## config.mk

```make
export PLATFORM = sky130hd
export DESIGN_NAME = icgt_tuning
export DESIGN_NICKNAME = d
export VERILOG_FILES = /design/src/icgt_pkg.sv /design/src/icgt_tuning.sv
export SDC_FILE = /design/constraint.sdc
export NUM_CORES = 1
export LEC_CHECK = 0
export ABC_AREA = 1
export BUFFER_PORTS_ARGS = -buffer_cell sky130_fd_sc_hd__buf_4
export CORE_ASPECT_RATIO = 2
export CORE_UTILIZATION = 55
export DETAILED_ROUTE_END_ITERATION = 16
export GPL_TIMING_DRIVEN = 0
export PLACE_DENSITY = 0.92
export SYNTH_ARGS = -nofsm -noshare
export SYNTH_HDL_FRONTEND = slang
export SYNTH_SLANG_ARGS = --single-unit
```

## constraint.sdc

```tcl
create_clock -name CLK -period 4.1 [get_ports CLK]
set_input_delay 0.82 -clock CLK [delete_from_list [all_inputs] [get_ports CLK]]
set_output_delay 0.82 -clock CLK [all_outputs]
set_load 0.1 [all_outputs]
```

## src/icgt_pkg.sv

```systemverilog
// Operation
// RULE_01: divider and stage fields accept writes only while the generator is off
// RULE_02: re-enabling starts the period from the last written divider and stage
// RULE_03: period scales as two to the divider times stage times a constant
// RULE_04: software keeps stage and adds log2 of period ratio to divider
// RULE_05: stage above 255 means halve stage and bump divider before writing
// RULE_06: software keeps divider in 0 to 9, else writes maximum and errors
// RULE_07: trim picks switched capacitor units out of 255, default 128
// RULE_08: more trim lowers frequency, less raises it, about 0.195 percent per unit
// RULE_09: nominal bus frequency is 307.2 kHz times multiplier over four
// RULE_10: software trims by timing a long pulse and dividing error by 0.195
// RULE_11: software should keep a nonvolatile copy of the trim value
// RULE_12: generator keeps running in wait mode and its interrupt can wake
// RULE_13: software should slow clocks or turn generator off before wait
// RULE_14: stop mode halts all activity and holds both clock outputs low
// RULE_15: stop mode keeps register values and operation resumes afterwards
// RULE_16: slow option makes the monitor expect a slower external clock
// RULE_17: slow option defaults clear and selects low-frequency crystal drive
// RULE_18: monitor interrupt is raised while its enable and flag are both set
// RULE_19: generator enable clears only with external select and monitor off a cycle
// RULE_20: divider and stage writes while enabled are ignored, loop filter drives them
package icgt_pkg;
  // register offsets
  localparam logic [7:0] OFF_CTRL = 8'h00;
  localparam logic [7:0] OFF_MULT = 8'h04;
  localparam logic [7:0] OFF_TRIM = 8'h08;
  localparam logic [7:0] OFF_DIV  = 8'h0C;
  localparam logic [7:0] OFF_STG  = 8'h10;
  localparam logic [7:0] OFF_CFG  = 8'h14;
  // control and config field positions
  localparam int B_IRQ_EN  = 0;
  localparam int B_FLAG    = 1;
  localparam int B_MON_EN  = 2;
  localparam int B_EXT_SEL = 3;
  localparam int B_GEN_EN  = 4;
  localparam int B_SLOW    = 0;
  // values after reset
  localparam logic [6:0]  MULT_RESET = 7'h15;
  localparam logic [7:0]  TRIM_RESET = 8'h80;
  localparam logic [3:0]  DIV_RESET  = 4'h0;
  localparam logic [7:0]  STG_RESET  = 8'h80;
  // capacitor and frequency figures
  localparam logic [9:0]  CAP_FIXED   = 10'h180;
  localparam int          BASE_HZ     = 307200;
  localparam int          BUS_DIV     = 4;
  localparam logic [23:0] HZ_PER_MULT = 24'(BASE_HZ / BUS_DIV);
  localparam logic [1:0]  BUS_WRAP    = 2'(BUS_DIV - 1);

  typedef enum logic [2:0] {
    DCO_IDLE = 3'b001,
    DCO_RUN  = 3'b010,
    DCO_HALT = 3'b100
  } icgt_dco_e;

  // software register bus
  typedef struct packed {
    logic [7:0]  addr;
    logic [31:0] wdata;
    logic        wr;
    logic        rd;
  } icgt_bus_s;

  // whole state of the block
  typedef struct packed {
    icgt_dco_e   dco;
    logic        irq_en;
    logic        flag;
    logic        flag_armed;
    logic        mon_en;
    logic        mon_off_q;
    logic        ext_sel;
    logic        gen_en;
    logic [6:0]  mult;
    logic [7:0]  trim;
    logic [3:0]  div;
    logic [7:0]  stg;
    logic        slow_opt;
    logic [17:0] cnt;
    logic [1:0]  bus_cnt;
    logic        osc_en;
    logic        bus_en;
    logic [31:0] rdata;
  } icgt_state_s;
endpackage

```

## src/icgt_tuning.sv

```systemverilog
module icgt_tuning #(
  parameter int DIV_W = 4,
  parameter int STG_W = 8
) (
  // clock and reset
  input  wire logic                 CLK,
  input  wire logic                 RESET_N,
  // register port
  input  wire icgt_pkg::icgt_bus_s  BUS,
  output logic [31:0]               RDATA,
  // power modes
  input  wire logic                 STOP_MODE,
  input  wire logic                 WAIT_MODE,
  // loop filter and monitor
  input  wire logic [3:0]           LF_DIV,
  input  wire logic [7:0]           LF_STG,
  input  wire logic                 MON_INACTIVE,
  // clock enables, analog controls, nominal bus frequency and monitor interrupt
  output logic                      OSC_CLK_EN,
  output logic                      BUS_CLK_EN,
  output logic [9:0]                CAP_UNITS,
  output logic [23:0]               BUS_NOM_HZ,
  output logic                      MON_EXPECT_SLOW,
  output logic                      XTAL_LOW_DRIVE,
  output logic                      MON_IRQ
);
  icgt_pkg::icgt_state_s st_reg;
  icgt_pkg::icgt_state_s st_next;

  // the datapath is sized for the documented field widths only
  if (DIV_W != 4 || STG_W != 8) begin : g_chk
    $error("icgt_tuning: only DIV_W=4 and STG_W=8 are supported");
  end

  function automatic logic hit(input logic [7:0] a, input logic [7:0] off);
    hit = (a == off);
  endfunction

  // cycles per oscillator tick; zero stage is treated as one to keep ticking
  function automatic logic [17:0] period_of(input logic [3:0] d, input logic [7:0] s);
    logic [17:0] base;
    base = {10'h000, (s == 8'h00) ? 8'h01 : s};
    period_of = base << d;
  endfunction

  logic wr_ctrl;
  logic wr_div_ok;
  logic wr_stg_ok;
  assign wr_ctrl   = BUS.wr && hit(BUS.addr, icgt_pkg::OFF_CTRL);
  assign wr_div_ok = BUS.wr && hit(BUS.addr, icgt_pkg::OFF_DIV) && !st_reg.gen_en; // see RULE_01
  assign wr_stg_ok = BUS.wr && hit(BUS.addr, icgt_pkg::OFF_STG) && !st_reg.gen_en; // see RULE_01

  // next state: register file, control interlocks and the oscillator model
  always_comb begin
    logic want_gen;
    want_gen = st_reg.gen_en;
    st_next = st_reg;
    st_next.osc_en = 1'b0;
    st_next.bus_en = 1'b0;
    st_next.rdata  = 32'h0000_0000;
    st_next.mon_off_q = !st_reg.mon_en;

    // control register with its forcing between bits
    if (wr_ctrl) begin
      st_next.irq_en  = BUS.wdata[icgt_pkg::B_IRQ_EN];
      st_next.mon_en  = BUS.wdata[icgt_pkg::B_MON_EN];
      st_next.ext_sel = BUS.wdata[icgt_pkg::B_EXT_SEL];
      want_gen        = BUS.wdata[icgt_pkg::B_GEN_EN];
      if (st_reg.flag_armed && !BUS.wdata[icgt_pkg::B_FLAG]) begin
        st_next.flag       = 1'b0;
        st_next.flag_armed = 1'b0;
      end
    end
    // clearing only after external select and a whole cycle of monitor off
    if (!want_gen && !(st_reg.ext_sel && st_reg.mon_off_q)) begin
      want_gen = 1'b1; // see RULE_19
    end
    st_next.gen_en = want_gen;
    // monitor event: set beats a simultaneous clear
    if (MON_INACTIVE && st_reg.mon_en) begin
      st_next.flag = 1'b1;
    end
    if (st_next.flag) begin
      st_next.mon_en = 1'b1;
    end
    if (!st_next.gen_en) begin
      st_next.mon_en  = 1'b0;
      st_next.ext_sel = 1'b1;
    end else if (st_next.mon_en) begin
      st_next.gen_en = 1'b1;
    end
    if (!st_next.mon_en) begin
      st_next.irq_en     = 1'b0;
      st_next.flag       = 1'b0;
      st_next.flag_armed = 1'b0; // a stale read must not arm a later clear
    end

    // other registers
    if (BUS.wr && hit(BUS.addr, icgt_pkg::OFF_MULT)) begin
      st_next.mult = BUS.wdata[6:0];
    end
    if (BUS.wr && hit(BUS.addr, icgt_pkg::OFF_TRIM)) begin
      st_next.trim = BUS.wdata[7:0]; // see RULE_07
    end
    if (BUS.wr && hit(BUS.addr, icgt_pkg::OFF_CFG)) begin
      st_next.slow_opt = BUS.wdata[icgt_pkg::B_SLOW];
    end
    // fields follow the loop filter while running, software while off
    if (st_reg.gen_en) begin
      st_next.div = LF_DIV; // see RULE_20
      st_next.stg = LF_STG; // see RULE_20
    end else begin
      if (wr_div_ok) begin
        st_next.div = BUS.wdata[3:0];
      end
      if (wr_stg_ok) begin
        st_next.stg = BUS.wdata[7:0];
      end
    end

    // read data, standing only the cycle after the strobe
    if (BUS.rd) begin
      case (1'b1)
        hit(BUS.addr, icgt_pkg::OFF_CTRL): begin
          st_next.rdata[icgt_pkg::B_IRQ_EN]  = st_reg.irq_en;
          st_next.rdata[icgt_pkg::B_FLAG]    = st_reg.flag;
          st_next.rdata[icgt_pkg::B_MON_EN]  = st_reg.mon_en;
          st_next.rdata[icgt_pkg::B_EXT_SEL] = st_reg.ext_sel;
          st_next.rdata[icgt_pkg::B_GEN_EN]  = st_reg.gen_en;
          if (st_reg.flag) begin
            st_next.flag_armed = 1'b1;
          end
        end
        hit(BUS.addr, icgt_pkg::OFF_MULT): st_next.rdata[6:0] = st_reg.mult;
        hit(BUS.addr, icgt_pkg::OFF_TRIM): st_next.rdata[7:0] = st_reg.trim;
        hit(BUS.addr, icgt_pkg::OFF_DIV):  st_next.rdata[3:0] = st_reg.div;
        hit(BUS.addr, icgt_pkg::OFF_STG):  st_next.rdata[7:0] = st_reg.stg;
        hit(BUS.addr, icgt_pkg::OFF_CFG):  st_next.rdata[0]   = st_reg.slow_opt;
        default:                           st_next.rdata      = 32'h0000_0000;
      endcase
    end

    // oscillator model; wait mode is ignored on purpose so it keeps running
    case (st_reg.dco)
      icgt_pkg::DCO_IDLE: begin
        if (STOP_MODE) begin
          st_next.dco = icgt_pkg::DCO_HALT;
        end else if (st_reg.gen_en) begin
          st_next.dco = icgt_pkg::DCO_RUN;
          st_next.cnt = period_of(st_reg.div, st_reg.stg); // see RULE_02
        end
      end
      icgt_pkg::DCO_RUN: begin
        if (STOP_MODE) begin
          st_next.dco = icgt_pkg::DCO_HALT; // see RULE_14
        end else if (!st_reg.gen_en) begin
          st_next.dco = icgt_pkg::DCO_IDLE;
        end else if (st_reg.cnt <= 18'h00001) begin
          st_next.cnt     = period_of(st_reg.div, st_reg.stg); // see RULE_03
          st_next.osc_en  = 1'b1; // see RULE_12
          st_next.bus_cnt = st_reg.bus_cnt + 2'h1;
          st_next.bus_en  = (st_reg.bus_cnt == icgt_pkg::BUS_WRAP); // see RULE_09
        end else begin
          st_next.cnt = st_reg.cnt - 18'h00001;
        end
      end
      icgt_pkg::DCO_HALT: begin
        // registers untouched; restart reloads from the current fields
        if (!STOP_MODE) begin
          st_next.dco = icgt_pkg::DCO_IDLE; // see RULE_15
        end
      end
      default: st_next.dco = icgt_pkg::DCO_IDLE;
    endcase
  end

  // state register
  always_ff @(posedge CLK or negedge RESET_N) begin
    if (!RESET_N) begin
      st_reg            <= '0;
      st_reg.dco        <= icgt_pkg::DCO_IDLE;
      st_reg.gen_en     <= 1'b1;
      st_reg.mon_off_q  <= 1'b1;
      st_reg.mult       <= icgt_pkg::MULT_RESET;
      st_reg.trim       <= icgt_pkg::TRIM_RESET; // see RULE_07
      st_reg.div        <= icgt_pkg::DIV_RESET;
      st_reg.stg        <= icgt_pkg::STG_RESET;
      st_reg.slow_opt   <= 1'b0; // see RULE_17
    end else begin
      st_reg <= st_next;
    end
  end

  // outputs; more capacitor units give a lower base frequency
  assign RDATA           = st_reg.rdata;
  assign OSC_CLK_EN      = st_reg.osc_en;
  assign BUS_CLK_EN      = st_reg.bus_en;
  assign CAP_UNITS       = icgt_pkg::CAP_FIXED + {2'b00, st_reg.trim}; // see RULE_08
  assign BUS_NOM_HZ      = 24'(icgt_pkg::HZ_PER_MULT * st_reg.mult); // see RULE_09
  assign MON_EXPECT_SLOW = st_reg.slow_opt; // see RULE_16
  assign XTAL_LOW_DRIVE  = st_reg.slow_opt; // see RULE_17
  assign MON_IRQ         = st_reg.irq_en && st_reg.flag; // see RULE_18

  // assertions
  a_div_write: assert property (@(posedge CLK) disable iff (!RESET_N) // see RULE_01
    wr_div_ok |=> st_reg.div == $past(BUS.wdata[3:0]))
    else $error("divider write while off was lost");
  a_div_locked: assert property (@(posedge CLK) disable iff (!RESET_N) // see RULE_20
    RESET_N && st_reg.gen_en |=> st_reg.div == $past(LF_DIV) && st_reg.stg == $past(LF_STG))
    else $error("divider or stage not following loop filter");
  a_restart_load: assert property (@(posedge CLK) disable iff (!RESET_N) // see RULE_02
    RESET_N && st_reg.dco == icgt_pkg::DCO_IDLE && st_reg.gen_en && !STOP_MODE
    |=> st_reg.cnt == period_of($past(st_reg.div), $past(st_reg.stg)))
    else $error("restart did not load written period");
  a_stop_low: assert property (@(posedge CLK) disable iff (!RESET_N) // see RULE_14
    STOP_MODE ##1 STOP_MODE |-> !OSC_CLK_EN && !BUS_CLK_EN)
    else $error("clock output active in stop");
  a_stop_keep: assert property (@(posedge CLK) disable iff (!RESET_N) // see RULE_15
    STOP_MODE && !BUS.wr |=> $stable(st_reg.trim) && $stable(st_reg.mult))
    else $error("register changed by stop");
  a_en_guard: assert property (@(posedge CLK) disable iff (!RESET_N) // see RULE_19
    $fell(st_reg.gen_en) |-> $past(st_reg.ext_sel) && $past(st_reg.mon_off_q))
    else $error("generator disabled without guard");
  a_irq_raise: assert property (@(posedge CLK) disable iff (!RESET_N) // see RULE_18
    $rose(st_reg.flag) && st_reg.irq_en |-> MON_IRQ)
    else $error("monitor interrupt missing");
  a_cap_trim: assert property (@(posedge CLK) disable iff (!RESET_N) // see RULE_07
    $changed(st_reg.trim) |-> CAP_UNITS == 10'h180 + {2'b00, st_reg.trim})
    else $error("capacitor units do not follow trim");
  a_bus_nom: assert property (@(posedge CLK) disable iff (!RESET_N) // see RULE_09
    $changed(st_reg.mult) |-> BUS_NOM_HZ == 24'(24'd76800 * st_reg.mult))
    else $error("nominal bus frequency wrong");
  a_slow_opt: assert property (@(posedge CLK) disable iff (!RESET_N) // see RULE_16
    $rose(st_reg.slow_opt) |-> MON_EXPECT_SLOW && XTAL_LOW_DRIVE)
    else $error("slow option not applied");
  a_wait_run: assert property (@(posedge CLK) disable iff (!RESET_N) // see RULE_12
    WAIT_MODE && !STOP_MODE && st_reg.dco == icgt_pkg::DCO_RUN && st_reg.gen_en
    |=> st_reg.dco == icgt_pkg::DCO_RUN)
    else $error("oscillator halted in wait");

  c_restart: cover property (@(posedge CLK) disable iff (!RESET_N)
    $rose(st_reg.gen_en));
  c_stop_exit: cover property (@(posedge CLK) disable iff (!RESET_N)
    st_reg.dco == icgt_pkg::DCO_HALT ##1 st_reg.dco == icgt_pkg::DCO_IDLE);
  c_irq: cover property (@(posedge CLK) disable iff (!RESET_N) MON_IRQ);
  c_bus_tick: cover property (@(posedge CLK) disable iff (!RESET_N) BUS_CLK_EN);
endmodule // icgt_tuning

```

# Yosys cells after proc, flatten, opt, wreduce, memory -nomap -nowiden
# Index checks and enable logic that the tools add are counted.
dict set report op_classes {
  mux 59
  bitwise_logic 1
  n_reduce_logical 26
  shifts 1
  eq_ne 18
  addsub 3
  n_mul 1
  n_lt_le_gt_ge 1
}
# operator n
set ops {}
lappend ops {{18-bit two-way mux} 3}
lappend ops {{22-bit two-way mux} 2}
lappend ops {{18-bit case mux with 2 select lines} 1}
lappend ops {{3-bit two-way mux} 11}
lappend ops {{1-bit two-way mux} 27}
lappend ops {{8-bit two-way mux} 3}
lappend ops {{18-bit by 1-bit <= comparator with 1-bit output (second input constant)} 1}
lappend ops {{8-bit by 4-bit << shifter with 18-bit output} 1}
lappend ops {{18-bit by 1-bit subtractor with 18-bit output (second input constant)} 1}
lappend ops {{8-bit by 4-bit equality test with 1-bit output (second input constant)} 2}
lappend ops {{8-bit by 5-bit equality test with 1-bit output (second input constant)} 2}
lappend ops {{8-bit zero test} 2}
lappend ops {{7-bit by 7-bit multiplier with 14-bit output (first input constant)} 1}
lappend ops {{2-bit two-way mux} 7}
lappend ops {{1-bit logical AND} 13}
lappend ops {{12-bit two-way mux} 1}
lappend ops {{4-bit two-way mux} 3}
lappend ops {{2-bit inequality test (second input constant)} 6}
lappend ops {{9-bit by 8-bit adder with 10-bit output (first input constant)} 1}
lappend ops {{3-bit case mux with 3 select lines} 1}
lappend ops {{8-bit by 3-bit equality test with 1-bit output (second input constant)} 1}
lappend ops {{3-bit inequality test (second input constant)} 2}
lappend ops {{2-bit nonzero test} 3}
lappend ops {{1-bit zero test} 5}
lappend ops {{10 further kinds} 10}
dict set report word_totals {
  word_cells 128
  input_bits 59
  reg_bits 92
  out_inout_bits 71
}

# Depth between registers and ports, before layout
dict set report logic_depth {
  depth_word 11
  mapped_depth 12
  mapped_depth_nobuf 12
}

# Worst setup path before layout
# OpenSTA, ideal clock, no wires.
dict set report synth_timing {
  path_type {register to output}
  from {register st_reg[79] (netlist name)}
  to {output BUS_NOM_HZ[19]}
  path_buffers 0
  stages_incl_launch_ff 13
  path_slack_ns -1.031
  t_required_ns 3.280
  arrival_time_ns 4.311
  cell_sequence {dfstp_2 -> ha_1 -> ha_1 -> fa_1 -> fa_1 -> ha_1 -> nand2_1 -> inv_1 -> nand3_1 -> o21ai_0 -> nand3_1 -> nand2_1 -> xor2_1}
}
dict set report synth_between {
  elab_chain_len 1
}
# item line_no
set synth_lines {}
lappend synth_lines {{from (decl)} icgt_tuning.sv:27} ;# icgt_pkg::icgt_state_s st_reg;
lappend synth_lines {{from (signal assigned)} icgt_tuning.sv:190} ;# st_reg <= st_next;
lappend synth_lines {{7-bit by 7-bit multiplier with 14-bit output} icgt_tuning.sv:199} ;# assign BUS_NOM_HZ = 24'(icgt_pkg::HZ_PER_MULT * st_reg.mult);
lappend synth_lines {{to (decl)} icgt_tuning.sv:22} ;# output logic [23:0] BUS_NOM_HZ,
# Every way passes these cells.

# Worst setup path in the final report
dict set report layout_timing {
  from {register st_reg[80] (netlist name)}
  to {output BUS_NOM_HZ[19]}
}
# The elaborated chain is that of the path after synthesis.

==> summary.md <==
| Metric | Value |
|---|---|
| Lkg Pwr | `3.81 nW` |
| Synth Instances | `735` |
| WP buf/inv | `2` |
| Sink Count | `68` |
| Post-route ant nets | `0` |
| Max-cap viol count | `0` |
| Sw Ratio | `44.2%` |
| Unrepaired setup endpoints after global routing | `yes` |
| Layout cells sized above 1 | `29.6%` |
| Avg Vias per Cell | `5.62` |
| Met1 wire length | `5610 µm` |
| Comb power frac | `43.6%` |
| Die height | `143 µm` |
| Worst vdd ir | `0.291 mV` |
| Dpl hpwl | `11800 µm` |
| Die width | `72.7 µm` |
| CP endpoint kind | `output pin` |
| CTS tree | `yes` |
| Cts bufs inserted | `9` |
| Critical path class | `reg -> out` |
| Most numerous cell in the Yosys netlist | `nand2_1` |
| Cell taking the most area after synthesis | `dfrtp_1` |
| Post-cts hold buffer count | `0` |
| Fin. Hold Viols | `0` |
| DR iter-0 viols | `486` |
| Avg WL per Cell | `18.6 µm` |
| Die area | `0.0104 mm²` |
| Area grow syn2layout | `31.9%` |
| Clk pwr share | `26.7%` |
| Initial Util | `56.6%` |
| N_diodes | `0` |
| Initial antenna violation count | `0` |
| Status | `complete, but fails checks` |
| CTS clk-pin slew, worst paths | `60 ps` |
| First-pass GRT wire length | `27300 µm` |
| Post-layout util | `74.7%` |
| CTS max path bufs | `2` |
| Crit-path leading delay family | `adder cells` |
| Global route overflow | `0` |
| Worst path max stage delay | `590 ps` |
| Io pins | `130` |
| Seq pwr share | `29.7%` |
| Design Power | `0.00310 W` |
| DRC Markers | `0` |
| Critical Path RT | `3280 ps` |
| Largest net degree at the start of global routing | `69` |
| R2r setup slk | `1950 ps` |
| Core area | `0.00970 mm²` |
| Final setup viols | `8` |
| Final WL | `18600 µm` |
| Ys async rst share | `100%` |
| Top area cells in the synthesized netlist | `dfrtp_1 (27%), nand2_1 (12%), ha_1 (8.9%)` |
| Worst-Skew Late Latency | `340 ps` |
| Failing checks | `setup timing` |
| Global-route usage over all layers | `35.2%` |
| Startpoint Class | `flop` |
| WL met2 | `9980 µm` |
| Row Count | `51` |
| Nets | `964` |
| FMAX | `215 MHz` |
| Netlist cell types | `57` |
| Post-synth EDFFs | `0` |
| Maximum fanout along the worst path | `4` |
| Share of the synthesized area in the top cell type | `27.3%` |
| Avg Cell Area, Syn | `7.47 µm²` |
| Final Skew | `7.96 ps` |
| CTS H-Tree Depth | `3` |
| WP data arrival | `3840 ps` |
| Max reg flops | `57` |
| Sw Pwr | `0.00137 W` |
| Highest routed metal layer | `met4` |
| Synth top cells by count | `nand2_1 (179), nor2_1 (76), inv_1 (73)` |
| Post-synthesis sequential area ratio | `31.2%` |
| Routability congestion estimate | `0.926` |
| Final worst slack | `-556 ps` |
| Via Count | `5608` |
| CP most frequent cell | `ha_4` |
| Met3 wire len | `1180 µm` |
| Yosys warnings | `0` |
| Power Dens Cells | `427 mW/mm²` |
| Crit-path cells | `ha_4, fa_1, ha_4, fa_1, ha_4, nand2_2, inv_2, nand3_2, o21ai_4, nand3_2, nand2_2, xor2_4, buf_12` |
| Root Buffer | `clkbuf_16` |
| Slowest-stage cell, CP | `fa_1` |
| Final worst path period need | `4660 ps` |
| Rel. slew slack | `41.1%` |
| Synthesized flop and latch total | `68` |
| Mapped cell area | `0.00549 mm²` |
| IO buf count | `70` |
| Worst slew pin tran | `884 ps` |
| Final Max Tran Viols | `0` |
| Hold crit path type | `reg -> reg` |
| Int Pwr | `0.00173 W` |
| Final worst-path cycle share | `114%` |
| Dpl ws | `-229 ps` |
| Top FF cell, synth | `dfrtp_1` |
| DR pass1 iterations | `6` |
| Fillers | `686` |
| Vias in the first global route | `5559` |
## cell usage in the layout (no fill, tap or decap), types with 8 or more instances in the layout
| master | count |
|---|---|
| nand2_1 | 170 |
| buf_4 | 126 |
| nor2_1 | 74 |
| inv_1 | 72 |
| dfrtp_1 | 57 |
| o21ai_0 | 44 |
| nand3_1 | 35 |
| conb_1 | 34 |
| ha_1 | 28 |
| a21oi_1 | 22 |
| o21ai_1 | 12 |
| nand2_2 | 12 |
| xor2_1 | 10 |
| ha_4 | 10 |
| o21ai_2 | 9 |
| clkbuf_16 | 9 |
| buf_12 | 9 |
| dfstp_2 | 8 |
## per-layer routing
| layer | track usage, % | vias up |
|---|---|---|
| met5 | 0 | - |
| met4 | 31.7 | 0 |
| met3 | 5.33 | 138 |
| met2 | 65.2 | 365 |
| met1 | 31.5 | 2555 |
| li1 | - | 2550 |
## metrics by stage
step           instances  area [µm²]  hold slack, ps  TNS (ps)
2_1_floorplan        768        5850             398      -478
3_3_place_gp         970        6540             433      -575
3_5_place_dp         970        6540             459      -802
4_1_cts              998        7160             468     -1730
5_1_grt              998        7250             513     -3660
6_report             998        7250             479     -3420
## repair_timing
| action | CTS | global route |
|---|---|---|
| pin swaps | 11 | 14 |
| endpoints found under the setup margin | 8 | 8 |
| gates resized for setup | 43 | 18 |
| buffers inserted | 12 | 0 |
## kinds of logic (layout without fill, tap and decap cells)
logic type      Yosys count  count (layout)  share of synthesized area, %
flops                    68              68                          31.2
compound gates          122             122                          13.2
fa+ha+maj                44              44                          10.7
other cells               1              34                        0.0683
buf+inv                 148             246                          14.5
mux                       1               1                         0.182
xor+xnor                 22              22                          3.51
simple gates            329             329                          26.7
## worst paths after layout
| kind | from | end | depth (start not counted) |
|---|---|---|---|
| max in group asynchronous | RESET_N | st_reg[78] | 1 |
| min reg2reg | st_reg[85] | st_reg[84] | 1 |
| max | st_reg[80] | BUS_NOM_HZ[19] | 13 |
| max reg2reg | st_reg[36] | st_reg[48] | 11 |
| min in group asynchronous | RESET_N | st_reg[34] | 1 |
| min | st_reg[85] | st_reg[84] | 1 |
## layout make-up
cell class                      count  area [µm²]  area share (%)
Buffer                             67         493            6.80
Clock buffer                       11         253            3.49
Clock inverter                      5        65.1           0.898
Inverter                           81         305            4.21
Multi-Input combinational cell    552        3520            48.5
Sequential cell                    68        1720            23.7
Tap cell                          132         165            2.28
Timing Repair Buffer               82         732            10.1
## power by group through the flow
stage	Combinational, W	Sequential [W]	Clock (W)
after global placement	0.00123	0.000923	0
after detailed placement	0.00125	0.000928	0
after CTS	0.00130	0.000916	0.000822
final	0.00135	0.000921	0.000827
after global routing	0.00146	0.000936	0.000858
after floorplan	0.00100	0.000898	0
Power figures use the tool's default switching activity.
